[src/rtl/ssce_pkg.sv]
// Constants for the socket status-change event block.
// Assumes a 32-bit AXI4-Lite register bus with word-aligned registers.
package ssce_pkg;
    // ------------------------------------------------------------
    // Register offsets
    // ------------------------------------------------------------
    localparam logic [7:0] SSCE_FLAGS_OFFSET = 8'h00;
    localparam logic [7:0] SSCE_ENABLE_OFFSET = 8'h04;
    localparam logic [7:0] SSCE_PRESENT_OFFSET = 8'h08;

    // ------------------------------------------------------------
    // Field positions
    // ------------------------------------------------------------
    localparam int SSCE_BIT_STSCHG = 0;
    localparam int SSCE_BIT_DETECT1 = 1;
    localparam int SSCE_BIT_DETECT2 = 2;
    localparam int SSCE_BIT_PWR_DONE = 3;
    localparam int SSCE_EVENT_BITS = 4;

    // ------------------------------------------------------------
    // Reset values and responses
    // ------------------------------------------------------------
    localparam logic [3:0] SSCE_FLAGS_RESET = 4'h0;
    localparam logic [3:0] SSCE_ENABLE_RESET = 4'h0;
    localparam logic [1:0] SSCE_DETECT_EN_ALL = 2'h3;
    localparam logic [1:0] SSCE_RESP_OKAY = 2'h0;
    localparam logic [1:0] SSCE_RESP_SLVERR = 2'h2;
endpackage

[src/rtl/ssce_pin_sync.sv]
// Two-stage synchroniser with change detect for one socket pin.
// Assumes the pin is asynchronous to aclk.
`timescale 1ns/1ps
module ssce_pin_sync
    import ssce_pkg::*;
(
    input wire logic aclk,
    input wire logic aresetn,
    input wire logic pin_async,
    input wire logic reset_level,
    output logic level,
    output logic changed
);
    logic meta;
    logic sync;
    logic [1:0] settle;

    // ------------------------------------------------------------
    // Synchroniser; only the second stage is looked at
    // ------------------------------------------------------------
    // Level holds the assumed idle value until real pin data has
    // reached the second stage, so reset leaves no false edge
    always_ff @(posedge aclk) begin
        if (!aresetn) begin
            meta <= 1'b0;
            sync <= 1'b0;
            settle <= 2'b00;
            level <= reset_level;
        end else begin
            meta <= pin_async;
            sync <= meta;
            settle <= {settle[0], 1'b1};
            if (settle[1]) begin
                level <= sync;
            end
        end
    end

    // Change only after the pipe has settled, so reset is no event
    assign changed = settle[1] && (sync != level);
endmodule

[src/rtl/ssce_top.sv]
// Socket status-change event register, interrupt enable and request.
// Assumes an AXI4-Lite master on aclk and asynchronous socket pins.
// What this block does
// - Power-cycle done pulse sets event bit three.
// - Event bits clear on write one, reset zero.
// - Detect-two pin change sets event bit two.
// - Detect-one pin change sets event bit one.
// - Status-change pin change sets event bit zero.
// - Interrupt request comes from event register bits.
// - Power-cycle enable zero blocks its interrupt.
// - Writing one to enable bit sets it.
// - Detect enable field: 00 blocks, 11 allows.
// - Detect masking blocks interrupt, not event bits.
// - Status-change enable zero blocks its interrupt.
// - Status-change enable clears on removal, reset.
// - Enable register upper bits read zero.
// - Detect state reads one when pin high.
`timescale 1ns/1ps
module ssce_top
    import ssce_pkg::*;
(
    input wire logic aclk,
    input wire logic aresetn,
    input wire logic [7:0] s_axi_awaddr,
    input wire logic s_axi_awvalid,
    output logic s_axi_awready,
    input wire logic [31:0] s_axi_wdata,
    input wire logic [3:0] s_axi_wstrb,
    input wire logic s_axi_wvalid,
    output logic s_axi_wready,
    output logic [1:0] s_axi_bresp,
    output logic s_axi_bvalid,
    input wire logic s_axi_bready,
    input wire logic [7:0] s_axi_araddr,
    input wire logic s_axi_arvalid,
    output logic s_axi_arready,
    output logic [31:0] s_axi_rdata,
    output logic [1:0] s_axi_rresp,
    output logic s_axi_rvalid,
    input wire logic s_axi_rready,
    input wire logic card_detect1_n,
    input wire logic card_detect2_n,
    input wire logic card_status_change,
    input wire logic power_cycle_done,
    output logic status_irq
);
    // ------------------------------------------------------------
    // Pin synchronisers
    // ------------------------------------------------------------
    logic det1_level;
    logic det1_changed;
    logic det2_level;
    logic det2_changed;
    logic stschg_level;
    logic stschg_changed;
    logic pwr_meta;
    logic pwr_sync;
    logic pwr_prev;

    // Each pin crosses into aclk through two flops; logic only ever
    // reads the second stage
    // Detect pins idle high (no card) so reset assumes empty socket
    ssce_pin_sync u_det1 (
        .aclk(aclk),
        .aresetn(aresetn),
        .pin_async(card_detect1_n),
        .reset_level(1'b1),
        .level(det1_level),
        .changed(det1_changed)
    );

    ssce_pin_sync u_det2 (
        .aclk(aclk),
        .aresetn(aresetn),
        .pin_async(card_detect2_n),
        .reset_level(1'b1),
        .level(det2_level),
        .changed(det2_changed)
    );

    ssce_pin_sync u_stschg (
        .aclk(aclk),
        .aresetn(aresetn),
        .pin_async(card_status_change),
        .reset_level(1'b0),
        .level(stschg_level),
        .changed(stschg_changed)
    );

    // Power sequencer lives elsewhere; its done level is synchronised here
    // Rising edge only: a done level held high raises one event
    always_ff @(posedge aclk) begin
        if (!aresetn) begin
            pwr_meta <= 1'b0;
            pwr_sync <= 1'b0;
            pwr_prev <= 1'b0;
        end else begin
            pwr_meta <= power_cycle_done;
            pwr_sync <= pwr_meta;
            pwr_prev <= pwr_sync;
        end
    end

    // ------------------------------------------------------------
    // Event sources
    // ------------------------------------------------------------
    logic [3:0] event_set;
    logic card_removed;

    // Each source is a one-cycle pulse on aclk. A pin that toggles
    // faster than the synchroniser can follow may merge two changes
    // into one event; software sees a single flag either way.
    // Done rises once per cycle, success or not; software reads the
    // socket state word to learn whether power came up
    assign event_set[SSCE_BIT_PWR_DONE] = pwr_sync && !pwr_prev;
    assign event_set[SSCE_BIT_DETECT2] = det2_changed;
    assign event_set[SSCE_BIT_DETECT1] = det1_changed;
    assign event_set[SSCE_BIT_STSCHG] = stschg_changed;
    // Removal: a detect pin going from low to high
    assign card_removed = (det1_changed && !det1_level) || (det2_changed && !det2_level);

    // ------------------------------------------------------------
    // AXI4-Lite write path
    // ------------------------------------------------------------
    logic aw_held;
    logic w_held;
    logic [7:0] aw_addr;
    logic [31:0] w_data;
    logic [3:0] w_strb;
    logic write_fire;
    logic wr_flags;
    logic wr_enable;
    logic wr_known;
    logic aw_fire;
    logic w_fire;
    logic [1:0] wr_resp;

    // Channel handshakes; each half is taken on its own
    assign aw_fire = s_axi_awvalid && s_axi_awready;
    assign w_fire = s_axi_wvalid && s_axi_wready;
    // Readies drop while a response waits, so a second write cannot
    // overwrite the held halves before the first one has acted;
    // this costs throughput, which a status block does not need
    assign s_axi_awready = !aw_held && !s_axi_bvalid;
    assign s_axi_wready = !w_held && !s_axi_bvalid;
    assign write_fire = aw_held && w_held && !s_axi_bvalid;
    assign wr_flags = write_fire && (aw_addr[7:2] == SSCE_FLAGS_OFFSET[7:2]) && w_strb[0];
    assign wr_enable = write_fire && (aw_addr[7:2] == SSCE_ENABLE_OFFSET[7:2]) && w_strb[0];
    assign wr_known = (aw_addr[7:2] == SSCE_FLAGS_OFFSET[7:2]) ||
                      (aw_addr[7:2] == SSCE_ENABLE_OFFSET[7:2]) ||
                      (aw_addr[7:2] == SSCE_PRESENT_OFFSET[7:2]);
    // Writes to the read-only state word are accepted and dropped
    assign wr_resp = wr_known ? SSCE_RESP_OKAY : SSCE_RESP_SLVERR;

    // Address and data captured independently, in either order
    always_ff @(posedge aclk) begin
        if (!aresetn) begin
            aw_held <= 1'b0;
            w_held <= 1'b0;
            aw_addr <= 8'h00;
            w_data <= 32'h0000_0000;
            w_strb <= 4'h0;
        end else begin
            if (aw_fire) begin
                aw_held <= 1'b1;
                aw_addr <= s_axi_awaddr;
            end else if (write_fire) begin
                aw_held <= 1'b0;
            end
            if (w_fire) begin
                w_held <= 1'b1;
                w_data <= s_axi_wdata;
                w_strb <= s_axi_wstrb;
            end else if (write_fire) begin
                w_held <= 1'b0;
            end
        end
    end

    // Write response one cycle after both halves are held
    // Response holds until bready; readies stay low meanwhile
    always_ff @(posedge aclk) begin
        if (!aresetn) begin
            s_axi_bvalid <= 1'b0;
            s_axi_bresp <= SSCE_RESP_OKAY;
        end else if (write_fire) begin
            s_axi_bvalid <= 1'b1;
            s_axi_bresp <= wr_resp;
        end else if (s_axi_bready) begin
            s_axi_bvalid <= 1'b0;
        end
    end

    // ------------------------------------------------------------
    // Event flags and enables
    // ------------------------------------------------------------
    logic [3:0] flags;
    logic [3:0] enable;
    logic [3:0] flag_clear;
    logic [3:0] next_flags;
    logic [3:0] next_enable;

    // Write one clears, but a same-cycle event wins, so a change that
    // lands while software clears the old one is never lost
    assign flag_clear = wr_flags ? w_data[3:0] : 4'h0;
    assign next_flags = (flags & ~flag_clear) | event_set;

    // Plain write; removal forces the status-change enable low
    // Removal beats a same-cycle write, so the enable cannot survive a pull
    always_comb begin
        next_enable = enable;
        if (wr_enable) begin
            next_enable = w_data[3:0];
        end
        if (card_removed) begin
            next_enable[SSCE_BIT_STSCHG] = 1'b0;
        end
    end

    // One register stage for flags and enables
    always_ff @(posedge aclk) begin
        if (!aresetn) begin
            flags <= SSCE_FLAGS_RESET;
            enable <= SSCE_ENABLE_RESET;
        end else begin
            flags <= next_flags;
            enable <= next_enable;
        end
    end

    // ------------------------------------------------------------
    // Interrupt request
    // ------------------------------------------------------------
    logic detect_allowed;
    logic [3:0] pending;

    // Masking acts on the request only; the flags themselves stay
    // visible so software can still poll the socket
    // Only 11 opens detect events; 01 and 10 are treated as blocked
    assign detect_allowed = (enable[SSCE_BIT_DETECT2:SSCE_BIT_DETECT1] == SSCE_DETECT_EN_ALL);
    assign pending[SSCE_BIT_STSCHG] = flags[SSCE_BIT_STSCHG] && enable[SSCE_BIT_STSCHG];
    assign pending[SSCE_BIT_DETECT1] = flags[SSCE_BIT_DETECT1] && detect_allowed;
    assign pending[SSCE_BIT_DETECT2] = flags[SSCE_BIT_DETECT2] && detect_allowed;
    assign pending[SSCE_BIT_PWR_DONE] = flags[SSCE_BIT_PWR_DONE] && enable[SSCE_BIT_PWR_DONE];

    // Registered so the pin is glitch free
    // Costs one cycle of latency after a flag or enable changes
    always_ff @(posedge aclk) begin
        if (!aresetn) begin
            status_irq <= 1'b0;
        end else begin
            status_irq <= |pending;
        end
    end

    // ------------------------------------------------------------
    // AXI4-Lite read path
    // ------------------------------------------------------------
    logic [31:0] read_word;
    logic read_known;
    logic [31:0] present_word;
    logic rd_fire;
    logic [1:0] rd_resp;

    // Socket state: detect levels read as pins, 1 = no card
    assign present_word = {28'h000_0000, pwr_sync, det2_level, det1_level, stschg_level};
    assign read_known = (s_axi_araddr[7:2] == SSCE_FLAGS_OFFSET[7:2]) ||
                        (s_axi_araddr[7:2] == SSCE_ENABLE_OFFSET[7:2]) ||
                        (s_axi_araddr[7:2] == SSCE_PRESENT_OFFSET[7:2]);
    always_comb begin
        read_word = 32'h0000_0000;
        if (s_axi_araddr[7:2] == SSCE_FLAGS_OFFSET[7:2]) begin
            read_word = {28'h000_0000, flags};
        end else if (s_axi_araddr[7:2] == SSCE_ENABLE_OFFSET[7:2]) begin
            read_word = {28'h000_0000, enable};
        end else if (s_axi_araddr[7:2] == SSCE_PRESENT_OFFSET[7:2]) begin
            read_word = present_word;
        end
    end

    // One read in flight; the address is refused while data waits
    assign s_axi_arready = !s_axi_rvalid;
    assign rd_fire = s_axi_arvalid && s_axi_arready;
    // Unmapped words answer with an error and zero data
    assign rd_resp = read_known ? SSCE_RESP_OKAY : SSCE_RESP_SLVERR;

    // Data captured at address acceptance, held until taken
    // A flag that sets while rvalid waits shows on the next read
    always_ff @(posedge aclk) begin
        if (!aresetn) begin
            s_axi_rvalid <= 1'b0;
            s_axi_rdata <= 32'h0000_0000;
            s_axi_rresp <= SSCE_RESP_OKAY;
        end else if (rd_fire) begin
            s_axi_rvalid <= 1'b1;
            s_axi_rdata <= read_word;
            s_axi_rresp <= rd_resp;
        end else if (s_axi_rready) begin
            s_axi_rvalid <= 1'b0;
        end
    end
endmodule
[config.mk]
export PLATFORM = sky130hd
export DESIGN_NAME = ssce_top
export DESIGN_NICKNAME = d
export VERILOG_FILES = /design/src/rtl/ssce_pkg.sv /design/src/rtl/ssce_pin_sync.sv /design/src/rtl/ssce_top.sv
export SDC_FILE = /design/constraint.sdc
export NUM_CORES = 1
export LEC_CHECK = 0
export BUFFER_PORTS_ARGS = -buffer_cell sky130_fd_sc_hd__buf_2
export CAP_MARGIN = 15
export CORE_ASPECT_RATIO = 1.5
export CORE_MARGIN = 2
export CORE_UTILIZATION = 40
export CTS_CLUSTER_SIZE = 8
export DETAILED_ROUTE_END_ITERATION = 8
export GPL_TIMING_DRIVEN = 0
export MAX_ROUTING_LAYER = met4
export PLACE_DENSITY = 0.84
export SLEW_MARGIN = 20
export SYNTH_ARGS = -nofsm -noshare
export SYNTH_HDL_FRONTEND = slang
export SYNTH_SLANG_ARGS = --single-unit
[constraint.sdc]
create_clock -name aclk -period 1.6 [get_ports aclk]
set_input_delay 0.08 -clock aclk [delete_from_list [all_inputs] [get_ports aclk]]
set_output_delay 0.08 -clock aclk [all_outputs]
set_load 0.02 [all_outputs]
==> impl_metrics.yaml <==
yosys:
  netlist.area_leader.share: 0.455
  synth_edf_count: 0
  avgSynthCellArea_um2: 9.68
  postSynthCellCount: 200
  synth_cell_types: 34
  ys_warn_count: 0
  ys_seq_elements: 44
  synth_top_flop_cell: "dfxtp_1"
  yosys.area.top_type: "dfxtp_1"
  postSynth.asyncResetShare: 0
  post_synth_instance_area_um2: 1940
  ys_top_cells_by_area: "dfxtp_1 (45%), buf_4 (12%), mux2i_1 (11%)"
  synth_seq_area_share: 0.455
routing:
  drt_iter0_markers: 33
  dr.pass1.iters: 4
  route.detailed.drc: 0
  finalWirelength_mm: 3.66
  ant_nets: 0
  vias_per_cell: 4.41
  num_vias: 1539
  avgRoutedWirePerCell_um: 10.5
die:
  core_um2: 4730
  rows: 31
  die_y_um: 89.2
  die_x_um: 60.8
  ios: 105
  start_util: 0.409
  dieArea_um2: 5430
clocking:
  h-tree-depth: 2
  cts_tree: "yes"
  clock-root-buffer: "clkbuf_8"
  insertion_delay_ns: 0.29
  cts_buffer_depth: 2
  cts_sinks: 44
  cts_made_buffers: 5
  clk_pin_slew_ns: 0.07
critical_path:
  r2r_cells: 3
  critPathRequiredTime_ns: 1.81
  reg2reg_slack_ns: -0.11
  crit_path_start_kind: "register"
  critPathArrivalTime_ns: 1.92
  rr_startpoint: "aw_addr[6]$_SDFFE_PN0P_"
  critPathMaxFanout: 3
  critPathCaptureType: "register"
  crit_type: "register to register"
  worstReg2RegEnd: "enable[0]$_SDFFE_PP0P_"
sta:
  setup_violations: 7
  setup_tns_ns: -0.490
  rsz0062_at_grt: "true"
  slew-limit-headroom: 0.600
  slew_violations: 0
  worst_pin_slew_ns: 0.597
  skew_ns: 0.00567
  hold_violations: 0
  worst_slack_ns: -0.106
  fin_crit_ns: 1.71
  hold_ws_ns: 0.0227
  fmax_mhz: 586
  finalCritPeriodShare: 1.07
global_routing:
  grt_first_pass_wirelength_mm: 5.54
  grt_pass1_vias: 1336
  grtUsageTotal: 0.140
  globalRouteOverflowTotal: 0
  antenna_found_initial: 0
  grt_start_max_net_pins: 13
run_status:
  violations: "setup timing"
  run_status: "finished with violations"
power_and_ir_drop:
  total_leakage_power_uw: 0.00117
  total_power_uw: 2230
  power.density_nw_per_um2: 890
  irDropWorstVdd_mv: 0.515
cells_and_area:
  syn_to_final_growth_pct: 29.3
  diodes: 0
  final_nets: 346
  drive_gt1_frac: 0.307
  fill_cells: 464
hold_path:
  hold_path_depth: 3
  worstHoldStart: "s_axi_awaddr[6]"
  hp-class: "primary input to register"
  min_to: "aw_addr[6]$_SDFFE_PN0P_"
flow_run:
  maxCapViolCount: 0
placement:
  port_buffers: 38
  gp_congestion: 0.830
  dp_hpwl_mm: 2.81
## power by group
group          internal (uW)  switching (uW)  total (uW)
clock network            297             342         639
logic                    190             211         401
registers               1150            38.7        1190
total                   1640             592        2230
## worst max-delay path by stage
stage                       startpoint                     end  cells past startpoint
3_5_place_dp   aw_addr[4]$_SDFFE_PN0P_  enable[1]$_SDFFE_PN0P_                      3
6_report       aw_addr[6]$_SDFFE_PN0P_  enable[0]$_SDFFE_PP0P_                      3
2_1_floorplan  aw_addr[4]$_SDFFE_PN0P_  enable[0]$_SDFFE_PP0P_                      3
4_1_cts        aw_addr[7]$_SDFFE_PN0P_  enable[0]$_SDFFE_PP0P_                      3
5_1_grt        aw_addr[6]$_SDFFE_PN0P_     flags[0]$_SDFF_PN0_                      3
3_3_place_gp   aw_addr[4]$_SDFFE_PN0P_  enable[2]$_SDFFE_PN0P_                      3
## Yosys cell counts (2+ instances only)
cell / number
dfxtp_1: 44
buf_4: 30
mux2i_1: 21
nor2_1: 17
nand2_1: 12
a21oi_1: 10
and2_1: 10
inv_1: 6
a22o_1: 4
clkbuf_1: 4
nor2b_1: 4
o2bb2ai_1: 4
a311oi_1: 3
buf_6: 3
nor3_1: 3
o21ai_0: 3
xor2_1: 3
nand3b_1: 2
nor3b_2: 2
## cell type report
| class | instances | area, um^2 | area share |
|---|---|---|---|
| multi-input combinational | 142 | 890 | 0.355 |
| sequential | 44 | 881 | 0.352 |
| timing repair buffer | 47 | 277 | 0.110 |
| buffer | 37 | 274 | 0.109 |
| tap | 66 | 82.6 | 0.0330 |
| clock buffer | 6 | 72.6 | 0.0290 |
| inverter | 6 | 22.5 | 0.00900 |
| clock inverter | 1 | 5.00 | 0.00200 |
## metrics by stage
step | setup WS (ns) | std cells | utilization | cell area [um^2]
global route | -0.165 | 349 | 0.529 | 2500
finish | -0.106 | 349 | 0.529 | 2500
global placement | -0.110 | 333 | 0.490 | 2320
floorplan | -0.0293 | 229 | - | 2050
detailed placement | -0.150 | 333 | 0.490 | 2320
CTS | -0.0859 | 347 | 0.525 | 2480
## routing by layer
metal / track usage / up-vias / part of all wire
met3: 0.0232 / 9 / 0.068
met1: 0.141 / 679 / 0.39
met5: - / - / 0
met2: 0.252 / 61 / 0.52
met4: 0.0711 / 0 / 0.027
li1: - / 790 / -
## placed cells by master (no fill, tap or decap)
cell	count
o22ai_1	1
a221oi_2	1
buf_6	4
nor3_4	1
nor3_1	2
a311oi_1	3
and3_1	1
conb_1	30
nand3b_1	2
or3b_2	1
or4_4	2
buf_4	32
inv_1	6
and3b_1	1
a22o_1	4
nand2b_1	1
and2_1	10
a211oi_1	1
dlygate4sd3_1	6
o211ai_1	1
nor2_1	17
a21oi_1	10
mux2i_1	21
clkinv_2	1
nand2_1	12
o21ai_0	3
xor2_1	3
nor4_1	1
o2bb2ai_1	4
clkbuf_8	5
a22oi_1	1
dfxtp_1	44
o31ai_1	1
buf_2	38
nor2b_1	4
clkbuf_1	5
nor3b_2	2
a31oi_1	1
## repair_timing
action	CTS	global route
resized for setup	4	1
hold endpoints to repair	6	0
setup endpoints to repair	8	8
pin swaps	1	3
buffers inserted	1	2
hold buffers	6	0
## worst max-delay path, cell delays in order (launching register included)
cell and delay, ns:
dfxtp_1 0.32, or4_4 0.55, or4_4 0.49, a221oi_2 0.27
## state kept, by name (all words and copies together) (netlist names), 4 cells and up
register	flops
aw_addr	6
s_axi_rdata	4
flags	4
w_data	4
enable	4
## cell families after synthesis
family / share of synthesized area
simple gates: 0.158
flops: 0.455
buf+inv: 0.153
compound gates: 0.110
mux: 0.109
xor+xnor: 0.0136
other cells: 0.00194
Power figures use the tool's default switching activity.
